--- src/tpwm_pkg.sv ---
// package for the pwm timer channel: register map, field layout, constants
package tpwm_pkg;
  localparam logic [2:0] ADDR_RUN_CTL = 3'h0;
  localparam logic [2:0] ADDR_MODE_CTL = 3'h1;
  localparam logic [2:0] ADDR_PIN_CTL = 3'h2;
  localparam logic [2:0] ADDR_EDGE_CTL = 3'h3;
  localparam logic [2:0] ADDR_COUNTER = 3'h4;
  localparam logic [2:0] ADDR_PERIOD = 3'h5;
  localparam logic [2:0] ADDR_DUTY = 3'h6;
  // run control fields
  localparam int RUN_BIT_POS = 7;
  localparam int PRESCALE_LSB = 0;
  // mode control fields
  localparam int SOFT_TRIG_POS = 6;
  localparam int EVENT_SEL_POS = 5;
  localparam int MODE_LSB = 0;
  // pin control fields
  localparam int OUT1_POL_POS = 3;
  localparam int OUT1_EN_POS = 2;
  localparam int OUT0_LVL_POS = 1;
  localparam int OUT0_EN_POS = 0;
  // edge control field
  localparam int EDGE_SEL_LSB = 2;
  localparam logic [2:0] MODE_ONE_SHOT = 3'h3;
  localparam logic [2:0] MODE_PWM = 3'h4;
  localparam logic [15:0] CNT_MAX = 16'hFFFF;
  localparam logic [15:0] CNT_ZERO = 16'h0000;
  localparam logic [7:0] CTL_RESET = 8'h00;
  localparam logic [15:0] CCR_RESET = 16'h0000;
  localparam logic [1:0] EDGE_NONE = 2'h0;
  localparam logic [1:0] EDGE_RISE = 2'h1;
  localparam logic [1:0] EDGE_FALL = 2'h2;
  localparam logic [1:0] EDGE_BOTH = 2'h3;
  typedef struct packed {
    logic [2:0] addr;
    logic [15:0] wdata;
    logic wr;
    logic rd;
  } tpwm_bus_s;
  typedef struct packed {
    logic out1_o;
    logic out1_oe;
    logic out0_o;
    logic out0_oe;
  } tpwm_pins_s;
endpackage

--- src/tpwm_top.sv ---
// pwm output mode channel of a 16-bit timer/event counter
// What this block does
// - pwm mode is selected when the three-bit mode field is 100
// - setting run wraps counter FFFF to 0000 and starts the waveform
// - active width equals duty value times count clock period
// - period equals period value plus one count clocks; counter then restarts
// - out0 toggles once per pwm period, a half-rate square wave
// - while running, compare writes reach shadows only when the counter clears at period match
// - only a duty write arms the reload of both shadows
// - period irq fires on the count after period match, as counter clears
// - duty irq fires in the same count as the duty match
// - one-shot mode never starts the counter, so its duty irq never fires
// - duty 0000 gives 0%; with period FFFF the duty irq still fires
// - duty of period plus one gives 100%, impossible with period FFFF
// - out1 polarity bit 0 is active high, 1 is active low
// - each pin has a drive enable; disabled out0 shows its level bit
// - event select picks external events over the prescaled clock
// - run bit stops or enables counting; prescaler writable alongside
// - a two-bit field picks the active edge of the event input
//
// Implementation choices: the register addresses and the plain strobed port.
`timescale 1ns/1ps
module tpwm_top #(
  parameter int CNT_W = 16
) (
  input wire logic ref_clk_i,
  input wire logic sys_rst_i,
  input wire logic clk_en_i,
  input wire tpwm_pkg::tpwm_bus_s bus_i,
  output logic [15:0] rdata_o,
  input wire logic event_in_i,
  output tpwm_pkg::tpwm_pins_s pins_o,
  output logic period_match_irq_o,
  output logic duty_match_irq_o
);
  typedef enum logic [1:0] {
    TPWM_IDLE = 2'b01,
    TPWM_RUN = 2'b10
  } tpwm_state_e;

  //////////////////////////////////////////////////////////////////////////
  function automatic logic wr_hit(input tpwm_pkg::tpwm_bus_s b,
                                  input logic [2:0] a);
    wr_hit = b.wr && (b.addr == a);
  endfunction

  logic [7:0] run_ctl_q;
  logic [7:0] mode_ctl_q;
  logic [7:0] pin_ctl_q;
  logic [7:0] edge_ctl_q;
  logic [CNT_W-1:0] period_q;
  logic [CNT_W-1:0] duty_q;
  logic [CNT_W-1:0] period_shadow_q;
  logic [CNT_W-1:0] duty_shadow_q;
  logic [CNT_W-1:0] count_q;
  logic [CNT_W-1:0] count_d;
  logic reload_armed_q;
  logic out1_act_q;
  logic out0_tgl_q;
  logic [7:0] presc_q;
  logic event_prev_q;
  logic period_irq_q;
  logic duty_irq_q;
  tpwm_state_e state_q;
  tpwm_state_e state_d;

  //////////////////////////////////////////////////////////////////////////
  // decoding
  wire run_bit = run_ctl_q[tpwm_pkg::RUN_BIT_POS];
  wire [2:0] presc_sel = run_ctl_q[tpwm_pkg::PRESCALE_LSB +: 3];
  wire [2:0] mode = mode_ctl_q[tpwm_pkg::MODE_LSB +: 3];
  wire event_sel = mode_ctl_q[tpwm_pkg::EVENT_SEL_POS];
  wire out1_pol = pin_ctl_q[tpwm_pkg::OUT1_POL_POS];
  wire out1_en = pin_ctl_q[tpwm_pkg::OUT1_EN_POS];
  wire out0_lvl = pin_ctl_q[tpwm_pkg::OUT0_LVL_POS];
  wire out0_en = pin_ctl_q[tpwm_pkg::OUT0_EN_POS];
  wire [1:0] edge_sel = edge_ctl_q[tpwm_pkg::EDGE_SEL_LSB +: 2];
  wire pwm_mode = (mode == tpwm_pkg::MODE_PWM);
  wire os_mode = (mode == tpwm_pkg::MODE_ONE_SHOT);
  wire wr_period = wr_hit(bus_i, tpwm_pkg::ADDR_PERIOD);
  wire wr_duty = wr_hit(bus_i, tpwm_pkg::ADDR_DUTY);

  // prescaled tick: divide by 2^sel; event edge per selected polarity
  wire presc_tick = (presc_sel == 3'h0) ? 1'b1 :
                    (presc_q[presc_sel - 3'h1 +: 1] == 1'b1) &&
                    ((presc_q & ((8'h01 << (presc_sel - 3'h1)) - 8'h01))
                     == ((8'h01 << (presc_sel - 3'h1)) - 8'h01));
  wire ev_rise = event_in_i && !event_prev_q;
  wire ev_fall = !event_in_i && event_prev_q;
  wire ev_tick = ((edge_sel == tpwm_pkg::EDGE_RISE) && ev_rise) ||
                 ((edge_sel == tpwm_pkg::EDGE_FALL) && ev_fall) ||
                 ((edge_sel == tpwm_pkg::EDGE_BOTH) && (ev_rise || ev_fall));
  wire count_tick = event_sel ? ev_tick : presc_tick;
  wire running = (state_q == TPWM_RUN);
  wire adv = running && count_tick;
  wire at_period = (count_q == period_shadow_q);
  wire wrap = adv && at_period;
  // a start or an armed wrap loads the duty shadow in the same edge
  wire [CNT_W-1:0] next_duty = (!running || (wrap && reload_armed_q)) ?
                               duty_q : duty_shadow_q;
  wire step = (state_d == TPWM_RUN) && (adv || !running);
  wire duty_hit = step && (count_d == next_duty);

  //////////////////////////////////////////////////////////////////////////
  // state and counter next values
  always_comb begin
    state_d = state_q;
    case (state_q)
      TPWM_IDLE: begin
        if (run_bit && pwm_mode) begin
          state_d = TPWM_RUN;
        end
      end
      TPWM_RUN: begin
        if (!run_bit || !pwm_mode) begin
          state_d = TPWM_IDLE;
        end
      end
      default: state_d = TPWM_IDLE;
    endcase
  end

  always_comb begin
    if (state_q == TPWM_IDLE) begin
      count_d = state_d == TPWM_RUN ? tpwm_pkg::CNT_ZERO : tpwm_pkg::CNT_MAX;
    end else if (state_d == TPWM_IDLE) begin
      count_d = tpwm_pkg::CNT_MAX;
    end else if (wrap) begin
      count_d = tpwm_pkg::CNT_ZERO;
    end else if (adv) begin
      count_d = count_q + 16'h0001;
    end else begin
      count_d = count_q;
    end
  end

  //////////////////////////////////////////////////////////////////////////
  // registers; a write to run control can set prescaler and run together
  always_ff @(posedge ref_clk_i) begin
    if (sys_rst_i) begin
      run_ctl_q <= tpwm_pkg::CTL_RESET;
      mode_ctl_q <= tpwm_pkg::CTL_RESET;
      pin_ctl_q <= tpwm_pkg::CTL_RESET;
      edge_ctl_q <= tpwm_pkg::CTL_RESET;
      period_q <= tpwm_pkg::CCR_RESET;
      duty_q <= tpwm_pkg::CCR_RESET;
    end else if (clk_en_i) begin
      if (wr_hit(bus_i, tpwm_pkg::ADDR_RUN_CTL)) begin
        run_ctl_q <= bus_i.wdata[7:0];
      end
      if (wr_hit(bus_i, tpwm_pkg::ADDR_MODE_CTL)) begin
        // soft trigger is write-only and not kept
        mode_ctl_q <= bus_i.wdata[7:0] & 8'hBF;
      end
      if (wr_hit(bus_i, tpwm_pkg::ADDR_PIN_CTL)) begin
        pin_ctl_q <= bus_i.wdata[7:0];
      end
      if (wr_hit(bus_i, tpwm_pkg::ADDR_EDGE_CTL)) begin
        edge_ctl_q <= bus_i.wdata[7:0];
      end
      if (wr_period) begin
        period_q <= bus_i.wdata;
      end
      if (wr_duty) begin
        duty_q <= bus_i.wdata;
      end
    end
  end

  // shadows load freely while stopped, else only at an armed wrap
  always_ff @(posedge ref_clk_i) begin
    if (sys_rst_i) begin
      period_shadow_q <= tpwm_pkg::CCR_RESET;
      duty_shadow_q <= tpwm_pkg::CCR_RESET;
      reload_armed_q <= 1'b0;
    end else if (clk_en_i) begin
      if (!running) begin
        period_shadow_q <= period_q;
        duty_shadow_q <= duty_q;
        reload_armed_q <= 1'b0;
      end else begin
        if (wrap && reload_armed_q) begin
          period_shadow_q <= period_q;
          duty_shadow_q <= duty_q;
        end
        // a duty write in the wrap cycle stays armed: set wins
        if (wr_duty) begin
          reload_armed_q <= 1'b1;
        end else if (wrap) begin
          reload_armed_q <= 1'b0;
        end
      end
    end
  end

  always_ff @(posedge ref_clk_i) begin
    if (sys_rst_i) begin
      state_q <= TPWM_IDLE;
      count_q <= tpwm_pkg::CNT_MAX;
      presc_q <= 8'h00;
      event_prev_q <= 1'b0;
    end else if (clk_en_i) begin
      state_q <= state_d;
      count_q <= count_d;
      presc_q <= running ? presc_q + 8'h01 : 8'h00;
      event_prev_q <= event_in_i;
    end
  end

  //////////////////////////////////////////////////////////////////////////
  // waveform: asserted from the clear to the duty match, so duty 0 gives
  // 0% and duty = period+1 never matches, giving 100%
  always_ff @(posedge ref_clk_i) begin
    if (sys_rst_i) begin
      out1_act_q <= 1'b0;
      out0_tgl_q <= 1'b0;
      period_irq_q <= 1'b0;
      duty_irq_q <= 1'b0;
    end else if (clk_en_i) begin
      period_irq_q <= wrap;
      duty_irq_q <= 1'b0;
      if (!running) begin
        out1_act_q <= (state_d == TPWM_RUN) && (duty_q != tpwm_pkg::CNT_ZERO);
        out0_tgl_q <= (state_d == TPWM_RUN) ? ~out0_tgl_q : 1'b0;
      end else if (wrap) begin
        // next period starts at 0: assert unless the new duty is 0
        out1_act_q <= (next_duty !=
                       tpwm_pkg::CNT_ZERO);
        out0_tgl_q <= ~out0_tgl_q;
      end else if (adv && (count_q + 16'h0001 == duty_shadow_q)) begin
        out1_act_q <= 1'b0;
      end
      // duty irq rises with the count that lands on the duty value, in step
      // with the out1 change rather than one count later
      if (duty_hit && (pwm_mode || os_mode)) begin
        duty_irq_q <= 1'b1;
      end
    end
  end

  //////////////////////////////////////////////////////////////////////////
  // pins and read data
  always_ff @(posedge ref_clk_i) begin
    if (sys_rst_i) begin
      pins_o <= '0;
      rdata_o <= 16'h0000;
    end else if (clk_en_i) begin
      pins_o.out1_oe <= out1_en;
      pins_o.out1_o <= out1_en & (out1_act_q ^ out1_pol);
      pins_o.out0_oe <= out0_en;
      pins_o.out0_o <= out0_en ? (out0_tgl_q ^ out0_lvl) : out0_lvl;
      rdata_o <= 16'h0000;
      if (bus_i.rd) begin
        case (bus_i.addr)
          tpwm_pkg::ADDR_RUN_CTL: rdata_o <= {8'h00, run_ctl_q};
          tpwm_pkg::ADDR_MODE_CTL: rdata_o <= {8'h00, mode_ctl_q};
          tpwm_pkg::ADDR_PIN_CTL: rdata_o <= {8'h00, pin_ctl_q};
          tpwm_pkg::ADDR_EDGE_CTL: rdata_o <= {8'h00, edge_ctl_q};
          tpwm_pkg::ADDR_COUNTER: rdata_o <= count_q;
          tpwm_pkg::ADDR_PERIOD: rdata_o <= period_q;
          tpwm_pkg::ADDR_DUTY: rdata_o <= duty_q;
          default: rdata_o <= 16'h0000;
        endcase
      end
    end
  end

  assign period_match_irq_o = period_irq_q;
  assign duty_match_irq_o = duty_irq_q;
endmodule

--- config.mk ---
export PLATFORM = sky130hd
export DESIGN_NAME = tpwm_top
export DESIGN_NICKNAME = d
export VERILOG_FILES = /design/src/tpwm_pkg.sv /design/src/tpwm_top.sv
export SDC_FILE = /design/constraint.sdc
export NUM_CORES = 1
export LEC_CHECK = 0
export ABC_AREA = 1
export BUFFER_PORTS_ARGS = -buffer_cell sky130_fd_sc_hd__clkbuf_2
export CAP_MARGIN = 25
export CORE_MARGIN = 2
export CORE_UTILIZATION = 25
export CTS_BUF_LIST = sky130_fd_sc_hd__clkbuf_16
export DETAILED_ROUTE_END_ITERATION = 6
export PLACE_DENSITY_LB_ADDON = 0.1
export SYNTH_ARGS = -nofsm -noshare
export SYNTH_HDL_FRONTEND = slang
export SYNTH_SLANG_ARGS = --single-unit
--- constraint.sdc ---
create_clock -name ref_clk_i -period 7.6 [get_ports ref_clk_i]
set_clock_uncertainty 0.1 [all_clocks]
set_input_delay 1.52 -clock ref_clk_i [delete_from_list [all_inputs] [get_ports ref_clk_i]]
set_output_delay 1.52 -clock ref_clk_i [all_outputs]
set_load 0.005 [all_outputs]
-- Yosys cells after proc, flatten, opt, wreduce, memory -nomap -nowiden
Index checks and enable logic that the tools add are counted.
W data, S select, Z words.
- multiply operators: 0
- bitwise logic cells: 5
- magnitude comparators: 0
- divide/modulo/power cells: 0
- reductions and logical operators: 47
- mux-type cells: 29
- shifts and indexed selects: 2
- eq/ne operators: 23
- $add $sub $neg: 4
- operators with widths (operator ; number):
    $mux W16 ; 11
    $pmux W16 S7 ; 1
    $eq A16 B16 Y1 ; 3
    $reduce_bool A16 Y1 ; 2
    $logic_and A1 B1 Y1 ; 21
    $reduce_and A2 Y1 ; 10
    $add A16 B1 Y16 const B ; 1
    $mux W1 ; 13
    $eq A3 B3 Y1 const B ; 4
    $eq A3 B2 Y1 const B ; 3
    $add A8 B1 Y8 const B ; 1
    $and A8 B8 Y8 ; 1
    $eq A2 B2 Y1 const B ; 4
    $eq A8 B8 Y1 ; 1
    $mux W8 ; 1
    $shiftx A8 B4 Y1 ; 1
    $shl A1 B3 Y8 const A ; 1
    $sub A8 B1 Y8 const B ; 1
    $logic_or A1 B1 Y1 ; 7
    $eq A2 B1 Y1 const B ; 3
    $logic_not A3 Y1 ; 2
    $logic_not A1 Y1 ; 5
    $mux W2 ; 2
    $ne A2 B1 Y1 const B ; 2
    other kinds (8) ; 9
- flip-flop bits (word level): 147
- memory bits (read-only): 0
- bits of input ports: 25
- memory bits (writable): 0
- logic and storage cells: 132
- latch bits: 0
- output and inout port bits: 22
- memories kept: 0

-- Depth between registers and ports, before layout
Gate-level depths: netlist (run 1).
- depth in word-level cells: 17
- depth in mapped cells: 30
- depth with buffers taken out: 29

-- Worst setup path after synthesis (run 1)
OpenSTA, ideal clock, no wires.
- path type: input to register
- start: input port event_in_i
- end: register duty_irq_q (netlist: duty_match_irq_o)
- stages on the path: 17
- arrival time: 3.352 ns
- slack: 4.080 ns
- path buffers: 1
- library setup time: 0.067 ns
- cell sequence: inv_1 -> ha_1 -> a21oi_1 -> a311o_1 -> nand2_2 -> o21bai_4 -> nand2_4 -> buf_6 -> nand2_1 -> nand2_1 -> nand2_1 -> o21ai_0 -> nor2_1 -> nand2_1 -> nor2_1 -> nand2_1 -> a21oi_2
- cells in the longest elaborated chain, start to end: 15
- elaborated cells on any way between the ends: 25
- classes of those cells: 1 x eq/ne; 7 x mux; 17 x reduce/logical
- ends and longest elaborated chain (item ; line ; RTL):
    start, declared ; tpwm_top.sv:31 ; input wire logic event_in_i,
    $logic_not A1 Y1 ; tpwm_top.sv:89 ; wire ev_fall = !event_in_i && event_prev_q;
    $logic_and A1 B1 Y1 ; tpwm_top.sv:89 ;
    $logic_and A1 B1 Y1 or $logic_or A1 B1 Y1 (tied branches) ; tpwm_top.sv:91, tpwm_top.sv:92 ;
    $logic_or A1 B1 Y1 or $logic_and A1 B1 Y1 (tied branches) ; tpwm_top.sv:90, tpwm_top.sv:92 ;
    $logic_or A1 B1 Y1 * ; tpwm_top.sv:91 ; ((edge_sel == tpwm_pkg::EDGE_FALL) && ev_fall) ||
    $mux W1 * ; tpwm_top.sv:93 ; wire count_tick = event_sel ? ev_tick : presc_tick;
    $logic_and A1 B1 Y1 * ; tpwm_top.sv:95 ; wire adv = running && count_tick;
    $mux W16 or $logic_and A1 B1 Y1 (tied branches) ; tpwm_top.sv:130, tpwm_top.sv:97 ;
    $mux W16 or $logic_and A1 B1 Y1 (tied branches) ; tpwm_top.sv:128, tpwm_top.sv:99 ;
    $mux W16 or $logic_or A1 B1 Y1 (tied branches) ; tpwm_top.sv:126, tpwm_top.sv:99 ;
    $mux W16, on equally long branches ; tpwm_top.sv:124, tpwm_top.sv:99 ;
    $eq A16 B16 Y1 ; tpwm_top.sv:102 ; wire duty_hit = step && (count_d == next_duty);
    $logic_and A1 B1 Y1 * ; tpwm_top.sv:102 ;
    $logic_and A1 B1 Y1 * ; tpwm_top.sv:235 ; if (duty_hit && (pwm_mode || os_mode)) begin
    $mux W1 * ; tpwm_top.sv:235 ;
    end signal, assigned ; tpwm_top.sv:218 ; duty_irq_q <= 1'b0;
    end signal, assigned ; tpwm_top.sv:221 ; duty_irq_q <= 1'b0;
    end signal, assigned ; tpwm_top.sv:236 ; duty_irq_q <= 1'b1;
    end, declared ; tpwm_top.sv:63 ; logic duty_irq_q;
Every way passes the cells marked *; elsewhere a longest branch is shown, timed or not.
A chain may end at the register's enable or synchronous reset.

-- Worst setup path in the final report (run 1)
- start: register run_ctl_q[0]
- end: register duty_shadow_q[0]
- cells in the longest elaborated chain, start to end: 13
- elaborated cells on any way between the ends: 15
- classes of those cells: 2 x add/sub; 2 x eq/ne; 2 x shift; 2 x mux; 1 x bitwise; 6 x reduce/logical
- ends and longest elaborated chain (item ; line ; RTL):
    start, declared ; tpwm_top.sv:47 ; logic [7:0] run_ctl_q;
    start signal, assigned ; tpwm_top.sv:141 ; run_ctl_q <= tpwm_pkg::CTL_RESET;
    start signal, assigned ; tpwm_top.sv:149 ; run_ctl_q <= bus_i.wdata[7:0];
    $sub A3 B1 Y3 ; tpwm_top.sv:85, tpwm_top.sv:86, tpwm_top.sv:87 ;
    $shl A1 B3 Y8 ; tpwm_top.sv:86, tpwm_top.sv:87 ;
    $sub A8 B1 Y8 ; tpwm_top.sv:86, tpwm_top.sv:87 ;
    $and A8 B8 Y8 ; tpwm_top.sv:86 ; ((presc_q & ((8'h01 << (presc_sel - 3'h1)) - 8'h01))
    $eq A8 B8 Y1 ; tpwm_top.sv:87 ; == ((8'h01 << (presc_sel - 3'h1)) - 8'h01));
    $logic_and A1 B1 Y1 ; tpwm_top.sv:85 ; (presc_q[presc_sel - 3'h1 +: 1] == 1'b1) &&
    $mux W1 * ; tpwm_top.sv:84 ; wire presc_tick = (presc_sel == 3'h0) ? 1'b1 :
    $mux W1 * ; tpwm_top.sv:93 ;
    $logic_and A1 B1 Y1 * ; tpwm_top.sv:95 ;
    $logic_and A1 B1 Y1 * ; tpwm_top.sv:97 ; wire wrap = adv && at_period;
    $logic_and A1 B1 Y1 * ; tpwm_top.sv:182 ; if (wrap && reload_armed_q) begin
    $ne A2 B1 Y1 (no line) * ; - ;
    $reduce_and A2 Y1 (no line) * ; - ;
    end signal, assigned ; tpwm_top.sv:174 ; duty_shadow_q <= tpwm_pkg::CCR_RESET;
    end signal, assigned ; tpwm_top.sv:179 ; duty_shadow_q <= duty_q;
    end signal, assigned ; tpwm_top.sv:184 ; duty_shadow_q <= duty_q;
    end, declared ; tpwm_top.sv:54 ; logic [CNT_W-1:0] duty_shadow_q;
Marked as above.

==> impl_metrics.toml, run 1 <==
[timing]
setup_viol = 0
setup_slack_ps = 3220
max_clock_freq_mhz = 228
post-route-min-period_ps = 4380
max_slew.worst_pin.slew_ps = 981
post-route-period-util = 0.576
max_slew_margin = 0.345
tns_ps = 0
maxSlewViolCount = 0
rsz0062_at_grt = "false"
hold_viol = 0

[critical_path]
worst_r2r_path_depth = 24
crit_family = "simple AND/OR/NAND/NOR gates"
crit_chain = "inv_1 > ha_1 > inv_1 > nand2_4 > nand2_4 > nand2_2 > ha_1 > inv_1 > nand2_1 > nand2_1 > nor2_1 > nor2_1 > nand3_1 > nor2_1 > nand2_1 > nand2_2 > nand2_2 > o21bai_4 > nand2_4 > nor2_2 > buf_4 > inv_2 > o21ai_0 > a21oi_1"
cp-start-kind = "register"
cp.required_ps = 7800
crit_path_end_kind = "register"
critPathMaxFanout = 33
reg2reg_slack_ps = 3220
crit_buf_inv = 5
crit_type = "register to register"
arrival_ps = 4580
crit_slowest_cell = "dfxtp_1"
regToRegStartpoint = "run_ctl_q[0]"
worstReg2RegEnd = "duty_shadow_q[0]"
cp_slowest_stage_delay_ps = 460

[layout]
final-instance-count-excl-fill = 1632
area_growth_pct = 13.9
nets = 1254
final_common_cell = "nand2_1"
diodes = 0
layout_common_cells = "nand2_1 (275), dfxtp_1 (147), a21oi_1 (127), nor2_1 (119), o21ai_0 (115)"
drive_above_1_share = 0.0911
finish.instance_area_sq_mm = 0.00907

[logic_synthesis]
syn-num-nets = 1237
synth_area_sq_mm = 0.00796
yosysUniqueCellTypes = 41
yosysSeqAreaShare = 0.370
synth_area_per_cell_sq_um = 6.63
yosys_register_bits = 147
yosys_warnings = 0
synth_cells = 1200

[pwr]
p_seq_frac = 0.442
power.internal_mw = 1.31
power_density_mw_per_mm2 = 205
p_sw_frac = 0.292
p_leak_nw = 3.82
max-vdd-ir-drop_uv = 124
switchingPower_mw = 0.541
pwr-share-clk = 0.433
power_frac_comb = 0.125

[global_routing]
grt_max_degree = 87
grt_first_pass_wirelength_microns = 45100
grt_use_total = 0.177
antenna_found_initial = 0
grt_pass1_vias = 7462
grt_overflow_total = 0

[clocking]
cts_buffers = 17
htreeDepth = 4
cts.root.buffer_cell = "clkbuf_16"
path_clk_slew_ps = 70
clkLatencyLatePin_ps = 430
tritoncts = "yes"
postCtsHoldBufs = 0
cts_buffer_depth = 2
numClockSinks = 147
post_cts_buffers = 0
cts_resized = 0

[floorplanning]
start_util = 0.253
coreArea_sq_mm = 0.0315
die_w_microns = 182
fp.dieArea_sq_mm = 0.0333
die_h_microns = 182
num_rows = 65
ios = 47

[hold_path]
hold-path-cell-count = 2
hold_start = "mode_ctl_q[7]"
hold_path.class = "register to register"
whs_endpoint = "mode_ctl_q[7]"

[detailed_routing]
viasPerCell = 4.73
detail_route.drc_violations = 0
num_vias = 7715
dr.pass1.iters = 5
wl_microns = 28800
drtAntennaViolNets = 0
routedWlPerCell_microns = 17.6
drtIter0Drc = 449

[placed_design]
placed_cell_area_sq_mm = 0.00852
portBuffers = 46
gp_congestion = 0.791
dpl.hpwl_microns = 21300
place_ws_ps = 3110
placed_cells = 1600

[run_status]
status = "completed"

[run]
maxCapViolCount = 0
==> synthesized netlist by cell type <==
cell	n	area share
nand2_1	275	0.13
dfxtp_1	147	0.37
a21oi_1	127	0.080
nor2_1	120	0.057
inv_1	116	0.055
o21ai_0	115	0.072
nand3_1	70	0.044
clkbuf_1	39	0.018
nor3_1	24	0.015
nand4_1	20	0.016
xor2_1	17	0.019
xnor2_1	16	0.018
o221ai_1	14	0.015
ha_1	12	0.019
buf_2	10	0.0063
o21ai_1	9	0.0057
o22ai_1	9	0.0071
nand2_2	7	0.0055
nor4_1	7	0.0055
or2_2	5	0.0039
buf_1	4	0.0019
o31ai_1	4	0.0038
a221oi_1	3	0.0033
a22oi_1	3	0.0028
clkinv_1	3	0.0014
inv_2	3	0.0014
nand2_4	3	0.0042
clkbuf_2	2	0.0013
nand3_2	2	0.0025
nor3b_1	2	0.0019
nor4_2	2	0.0031
a21oi_2	1	0.0011
a311o_1	1	0.0013
buf_4	1	0.00094
buf_6	1	0.0014
nand3b_1	1	0.00094
nor2_2	1	0.00079
o2111ai_1	1	0.0011
o21a_1	1	0.00094
o21bai_4	1	0.0024
o311ai_0	1	0.0011
==> per-layer routing <==
metal / share of wire / track usage / vias up / routed length, microns
met3: 0.026 / 0.0243 / 17 / 747
met2: 0.43 / 0.272 / 116 / 12300
li1: - / - / 4008 / -
met5: 0 / 0 / - / 0
met1: 0.53 / 0.262 / 3574 / 15300
met4: 0.012 / 0.0419 / 0 / 338
==> worst reg2reg max path: stages, from the launching register on <==
cell      delay, ps
dfxtp_1         460
inv_1           230
ha_1            290
inv_1           110
nand2_4          80
nand2_4         110
nand2_2          90
ha_1            240
inv_1            80
nand2_1          50
nand2_1          60
nor2_1           40
nor2_1           90
nand3_1          90
nor2_1          110
nand2_1         100
nand2_2         140
nand2_2          80
o21bai_4        380
nand2_4         240
nor2_2          130
buf_4           330
inv_2           320
o21ai_0         260
a21oi_1          60
==> cell families (layout without fill, tap and decap cells) <==
kind of cell | Yosys count | in the layout | share of synthesized area
AO/OA/AOI/OAI | 290 | 290 | 0.198
XOR/XNOR | 33 | 33 | 0.0363
adder cells (fa/ha/maj) | 12 | 12 | 0.0189
buffers and inverters | 179 | 209 | 0.0877
flip-flops | 147 | 147 | 0.370
AND/OR/NAND/NOR | 539 | 539 | 0.289
==> cell type report <==
| type | instances | area, sq um |
|---|---|---|
| Inverter | 122 | 458 |
| Timing Repair Buffer | 55 | 298 |
| Multi-Input combinational cell | 874 | 4320 |
| Clock inverter | 15 | 118 |
| Sequential cell | 147 | 2940 |
| Clock buffer | 17 | 425 |
| Tap cell | 402 | 503 |
| Fill cell | 3471 | 22400 |
==> how the worst max path moves through the flow <==
stage / startpoint / endpoint / slack (ps) / depth (start not counted)
floorplan: event_in_i / duty_match_irq_o / 4080 / 17
global placement: event_in_i / duty_shadow_q[0] / 3170 / 13
detailed placement: event_in_i / period_shadow_q[15] / 3110 / 13
CTS: run_ctl_q[0] / duty_shadow_q[0] / 3160 / 24
global route: run_ctl_q[0] / period_shadow_q[15] / 2740 / 24
finish: run_ctl_q[0] / duty_shadow_q[0] / 3220 / 24
==> power groups by stage <==
stage | Clock [mW] | Sequential (mW) | Combinational, mW
floorplan | 0 | 0.824 | 0.165
global placement | 0 | 0.837 | 0.235
detailed placement | 0 | 0.837 | 0.234
CTS | 0.828 | 0.820 | 0.234
global route | 0.862 | 0.823 | 0.263
finish | 0.803 | 0.821 | 0.232
==> per-stage QoR <==
stage | power [mW] | hold slack [ps] | util
6_report | 1.86 | 359 | 0.288
5_1_grt | 1.95 | 385 | 0.288
4_1_cts | 1.88 | 354 | 0.288
3_5_place_dp | 1.07 | 345 | 0.271
3_3_place_gp | 1.07 | 343 | 0.271
2_1_floorplan | 0.988 | 329 | -
==> flip-flops by register name, summed over array words and instances, names as in the netlist, 16 cells and up <==
signal,cells
period_q,16
duty_q,16
duty_shadow_q,16
period_shadow_q,16
rdata_o,16
count_q,16
Note: power is estimated with default switching activity, not from simulation.
==> run 2, diff against run 1 <==
--- a/config.mk
+++ b/config.mk
@@ -5,7 +5,7 @@
 export SDC_FILE = /design/constraint.sdc
 export NUM_CORES = 1
 export LEC_CHECK = 0
-export ABC_AREA = 1
+export ABC_AREA = 0
 export BUFFER_PORTS_ARGS = -buffer_cell sky130_fd_sc_hd__clkbuf_2
 export CAP_MARGIN = 25
 export CORE_MARGIN = 2
==> constraint.sdc (replaced) <==
create_clock -name ref_clk_i -period 4.1 [get_ports ref_clk_i]
set_clock_uncertainty 0.1 [all_clocks]
set_input_delay 0.82 -clock ref_clk_i [delete_from_list [all_inputs] [get_ports ref_clk_i]]
set_output_delay 0.82 -clock ref_clk_i [all_outputs]
set_load 0.005 [all_outputs]
==> run 2 against run 1 <==
Flip-flop and latch count did not move. Die area rose by 1.6%. Clock power rose by 110%. Sequential share of layout area fell by 1.8 points. Cell count fell by 12%. Largest cell class unchanged. Final area rose by 5.9%. Register-to-register slack got worse by 2900 ps. Routed wire length rose by 0.85%. Setup slack got worse by 2900 ps. Global-route usage fell by 0.15 points.
==> impl_metrics.toml, run 2 <==
[logic_synthesis]
synth_area_leaders = "dfxtp_1 (36%), mux2i_1 (13%), nor2_1 (6.6%)"
yosys-top-cells-count = "dfxtp_1 (147), nor2_1 (142), nand2_1 (118), mux2i_1 (109), a21oi_1 (66)"
yosys_register_bits = 147
async_flop_share = 0
synth_edf_count = 0
yosysTopAreaCell = "dfxtp_1"
synth-xor-area-share = 0.0713
yosys.area.top_type_share = 0.364
synth_top_family_by_area = "simple AND/OR/NAND/NOR gates"
synth_area_per_cell_sq_um = 8.32
synth_compound_area_frac = 0.138
synth_fa_ha_area_frac = 0.0186
syn-num-nets = 1009
synthFlopType = "dfxtp_1"
synth_area_sq_mm = 0.00809
yosysUniqueCellTypes = 67
yosysMostFrequentCell = "dfxtp_1"
yosys_warnings = 0
yosysSeqAreaShare = 0.364
synth_cells = 972
synth-simple-area-share = 0.206
synth_mux_area_frac = 0.161

[global_routing]
grt_pass1_vias = 7055
grt_max_degree = 67
grt_first_pass_wirelength_microns = 44800
antenna_found_initial = 0
grt_use_total = 0.176
grt_overflow_total = 0

[floorplanning]
die_h_microns = 184
die_w_microns = 184
num_rows = 65
fp.dieArea_sq_mm = 0.0338
ios = 47
coreArea_sq_mm = 0.0317
start_util = 0.255

[timing]
post-route-min-period_ps = 3790
max_slew_margin = 0.394
rsz0062_at_grt = "false"
max_slew.worst_pin.slew_ps = 910
setup_viol = 0
max_clock_freq_mhz = 264
tns_ps = 0
hold_viol = 0
post-route-period-util = 0.924
maxSlewViolCount = 0

[pwr]
pwr-share-clk = 0.490
power_frac_comb = 0.089
p_seq_frac = 0.421
max-vdd-ir-drop_uv = 241
switchingPower_mw = 0.943
p_sw_frac = 0.271
power_density_mw_per_mm2 = 363
power.internal_mw = 2.54
p_leak_nw = 3.88

[clocking]
cts_buffer_depth = 2
cts.root.buffer_cell = "clkbuf_16"
post_cts_buffers = 0
tritoncts = "yes"
cts_buffers = 17
htreeDepth = 4
path_clk_slew_ps = 70
clkLatencyLatePin_ps = 430
numClockSinks = 147

[detailed_routing]
wl_microns = 29000
drtIter0Drc = 439
viasPerCell = 5.00
detail_route.drc_violations = 0
dr.pass1.iters = 5
num_vias = 7176
drtAntennaViolNets = 0
routedWlPerCell_microns = 20.2

[layout]
fillCellCount = 3449
final-instance-count-excl-fill = 1434
nets = 1057
seq_area_sq_mm = 0.00294
area_growth_pct = 18.7
layout_common_cells = "dfxtp_1 (147), nor2_1 (142), nand2_1 (118), mux2i_1 (107), a21oi_1 (66)"
drive_above_1_share = 0.145
diodes = 0
final_common_cell = "dfxtp_1"
multi_input_area_sq_mm = 0.00485

[placed_design]
dpl.hpwl_microns = 21300
placed_cells = 1403
portBuffers = 46
gp_congestion = 0.834

[critical_path]
critPathMaxFanout = 16
arrival_ps = 3960
worst_r2r_path_depth = 14
cp-start-kind = "register"
crit_type = "register to register"
cp.required_ps = 4270
crit_path_end_kind = "register"

[hold_path]
hold-path-cell-count = 2
hold_path.class = "register to register"

[run_status]
status = "completed"

[run]
maxCapViolCount = 0
==> run 2: cell types whose count changed after synthesis, sizes merged, moves of 12 or more <==
cell and delta:
xnor2 +12, mux2i +109, nand2 -167, o221ai -12, a21oi -62, o21ai -81, inv -104, clkbuf +12
nand3 -49, xor2 +20, nor2 +21
==> run 2: worst paths after layout <==
path                start          to  slack (ps)
max          run_ctl_q[0]  out1_act_q         310
min             pins_o[3]   pins_o[3]         370
max reg2reg  run_ctl_q[0]  out1_act_q         310
min reg2reg     pins_o[3]   pins_o[3]         370
==> run 2: power by group through the flow <==
stage          Clock (mW)  Combinational, mW  Sequential (mW)
2_1_floorplan           0              0.202             1.49
3_3_place_gp            0              0.314             1.50
3_5_place_dp            0              0.311             1.50
4_1_cts              1.75              0.312             1.47
5_1_grt              1.81              0.340             1.47
6_report             1.71              0.310             1.47
==> run 2: cell families after synthesis <==
| kind of cell | after synthesis |
|---|---|
| buffers and inverters | 82 |
| adder cells (fa/ha/maj) | 12 |
| XOR/XNOR | 65 |
| flip-flops | 147 |
| AND/OR/NAND/NOR | 370 |
| AO/OA/AOI/OAI | 177 |
| multiplexers | 119 |
==> run 2: layout make-up <==
cell class | count | area share
Multi-Input combinational cell | 743 | 0.505
Tap cell | 402 | 0.0524
Clock buffer | 17 | 0.0443
Sequential cell | 147 | 0.307
Clock inverter | 14 | 0.0202
Timing Repair Buffer | 95 | 0.0652
Inverter | 16 | 0.00626
==> run 2: timing repair <==
item                                    CTS  global route
endpoints found under the setup margin    0             1
hold buffers                              0             0
gates resized for setup                   0             3
==> run 2: worst max-delay path, cell delays in order, from the launching register on <==
cell and delay, ps:
dfxtp_1 380, buf_4 170, ha_1 370, nand2_1 90
ha_1 280, nor4b_1 170, nor2_1 130, a221oi_2 90
o21a_4 260, o31ai_4 380, buf_12 220, mux2i_1 380
nand4_1 200, o21ai_0 290, a311oi_1 120
==> run 2: through the flow <==
stage / power, mW / utilization / hold WS (ps) / instance area (sq um) / setup slack [ps]
floorplan: 1.69 / - / 345 / 8090 / 397
global placement: 1.81 / 0.283 / 358 / 8970 / 287
detailed placement: 1.81 / 0.283 / 367 / 8970 / 268
CTS: 3.53 / 0.302 / 377 / 9590 / 299
global route: 3.62 / 0.303 / 389 / 9600 / 0.700
finish: 3.48 / 0.303 / 375 / 9600 / 310
==> run 2: metal layers <==
metal  track usage  wire [microns]
met4        0.0467             429
met3        0.0188            1190
met1         0.256           14500
met2         0.275           12900
met5             0               0
==> run 3, diff against run 2 <==
--- a/config.mk
+++ b/config.mk
@@ -10,7 +10,7 @@
 export CAP_MARGIN = 25
 export CORE_MARGIN = 2
 export CORE_UTILIZATION = 25
-export CTS_BUF_LIST = sky130_fd_sc_hd__clkbuf_16
+export CTS_BUF_LIST = sky130_fd_sc_hd__clkbuf_2 sky130_fd_sc_hd__clkbuf_4 sky130_fd_sc_hd__clkbuf_8
 export DETAILED_ROUTE_END_ITERATION = 6
 export PLACE_DENSITY_LB_ADDON = 0.1
 export SYNTH_ARGS = -nofsm -noshare
==> run 3 against run 2 <==
Non-clock buffer count stayed put. Routed wire length fell by 0.19%. Cell count stayed put. Critical endpoint unchanged. Critical path type unchanged. Combinational power hardly changed.
==> impl_metrics.toml, run 3 (synthesized netlist as in run 2, its figures left out) <==
[run_status]
status = "completed"

[placed_design]
place_ws_ps = 268
placed_cell_area_sq_mm = 0.00897
portBuffers = 46
gp_congestion = 0.834
dpl.hpwl_microns = 21300
placed_cells = 1403

[clocking]
cts_buffers = 17
path_clk_slew_ps = 90
htreeDepth = 4
clkLatencyLatePin_ps = 460
tritoncts = "yes"
cts_buffer_depth = 2
cts.root.buffer_cell = "clkbuf_8"
numClockSinks = 147
postCtsHoldBufs = 0

[floorplanning]
num_rows = 65
die_w_microns = 184
coreArea_sq_mm = 0.0317
fp.dieArea_sq_mm = 0.0338
ios = 47
die_h_microns = 184
start_util = 0.255

[critical_path]
crit_path_end_kind = "register"
cp.required_ps = 4300
crit_type = "register to register"
arrival_ps = 4000
cp-start-kind = "register"
regToRegStartpoint = "run_ctl_q[0]"
crit_start = "run_ctl_q[0]"
critPathMaxFanout = 16

[global_routing]
grt_use_total = 0.175
grt_first_pass_wirelength_microns = 44700
grt_overflow_total = 0
grt_pass1_vias = 7039
grt_max_degree = 67
antenna_found_initial = 0

[layout]
final-instance-count-excl-fill = 1434
diodes = 0
drive_above_1_share = 0.146
final_common_cell = "dfxtp_1"
nets = 1057
area_growth_pct = 16.3
layout_common_cells = "dfxtp_1 (146), nor2_1 (142), nand2_1 (118), mux2i_1 (107), a21oi_1 (66)"
finish.instance_area_sq_mm = 0.00941

[hold_path]
hold_path.class = "register to register"
hold_start = "pins_o[3]"

[timing]
setup_slack_ps = 308
post-route-min-period_ps = 3790
maxSlewViolCount = 0
max_slew.worst_pin.slew_ps = 907
tns_ps = 0
rsz0062_at_grt = "false"
max_slew_margin = 0.395
setup_viol = 0
hold_viol = 0
max_clock_freq_mhz = 264
post-route-period-util = 0.925

[detailed_routing]
viasPerCell = 5.00
detail_route.drc_violations = 0
num_vias = 7168
drtAntennaViolNets = 0
drtIter0Drc = 461
wl_microns = 28900
dr.pass1.iters = 5
routedWlPerCell_microns = 20.2

[pwr]
total_power_mw = 3.07
power_density_mw_per_mm2 = 326
p_leak_nw = 3.80
max-vdd-ir-drop_uv = 213

[run]
maxCapViolCount = 0
run 3: cell count changes in the layout (fill, tap and decap cells not counted):
| cell | previous run | this run |
|---|---|---|
| dfxtp_2 | 0 | 1 |
| clkbuf_16 | 17 | 0 |
| dfxtp_1 | 147 | 146 |
| clkbuf_8 | 0 | 17 |
run 3: critical path, stage by stage, from the launching register on:
cell and delay [ps]:
dfxtp_1 390, buf_4 170, ha_1 360, nand2_1 90, ha_1 280, nor4b_1 170
nor2_1 130, a221oi_2 90, o21a_4 260, o31ai_4 380, buf_12 230, mux2i_1 380
nand4_1 200, o21ai_0 280, a311oi_1 120
run 3: through the flow:
stage,hold WS [ps],utilization
2_1_floorplan,345,-
3_3_place_gp,358,0.283
3_5_place_dp,367,0.283
4_1_cts,381,0.296
5_1_grt,393,0.297
6_report,378,0.297
run 3: report_power, final:
group	total [mW]	switching, mW	internal [mW]
clock	1.30	0.672	0.624
sequential	1.47	0.0211	1.44
combinational	0.310	0.196	0.113
run 3: repair_timing:
item | in CTS | in global routing
setup endpoints to repair | 0 | 3
setup buffers | 0 | 0
gates resized for setup | 0 | 4
run 3: layout make-up:
type	instances	area, sq um
Sequential cell	147	2940
Multi-Input combinational cell	743	4850
Tap cell	402	503
Inverter	16	60.1
Fill cell	3474	22300
Clock inverter	14	194
Timing Repair Buffer	95	626
Clock buffer	17	234
run 3: final timing paths:
kind | end | slack (ps) | depth (start not counted)
worst max-delay path | out1_act_q | 310 | 14
worst min-delay path | pins_o[3] | 380 | 2
worst max register to register | out1_act_q | 310 | 14
worst min register to register | pins_o[3] | 380 | 2
run 3: metal layers:
layer / track usage / part of all wire / vias to the layer above
met1: 0.256 / 0.50 / 3493
li1: - / - / 3503
met3: 0.0232 / 0.038 / 20
met2: 0.272 / 0.44 / 152
met5: 0 / 0 / -
met4: 0.0413 / 0.014 / 0
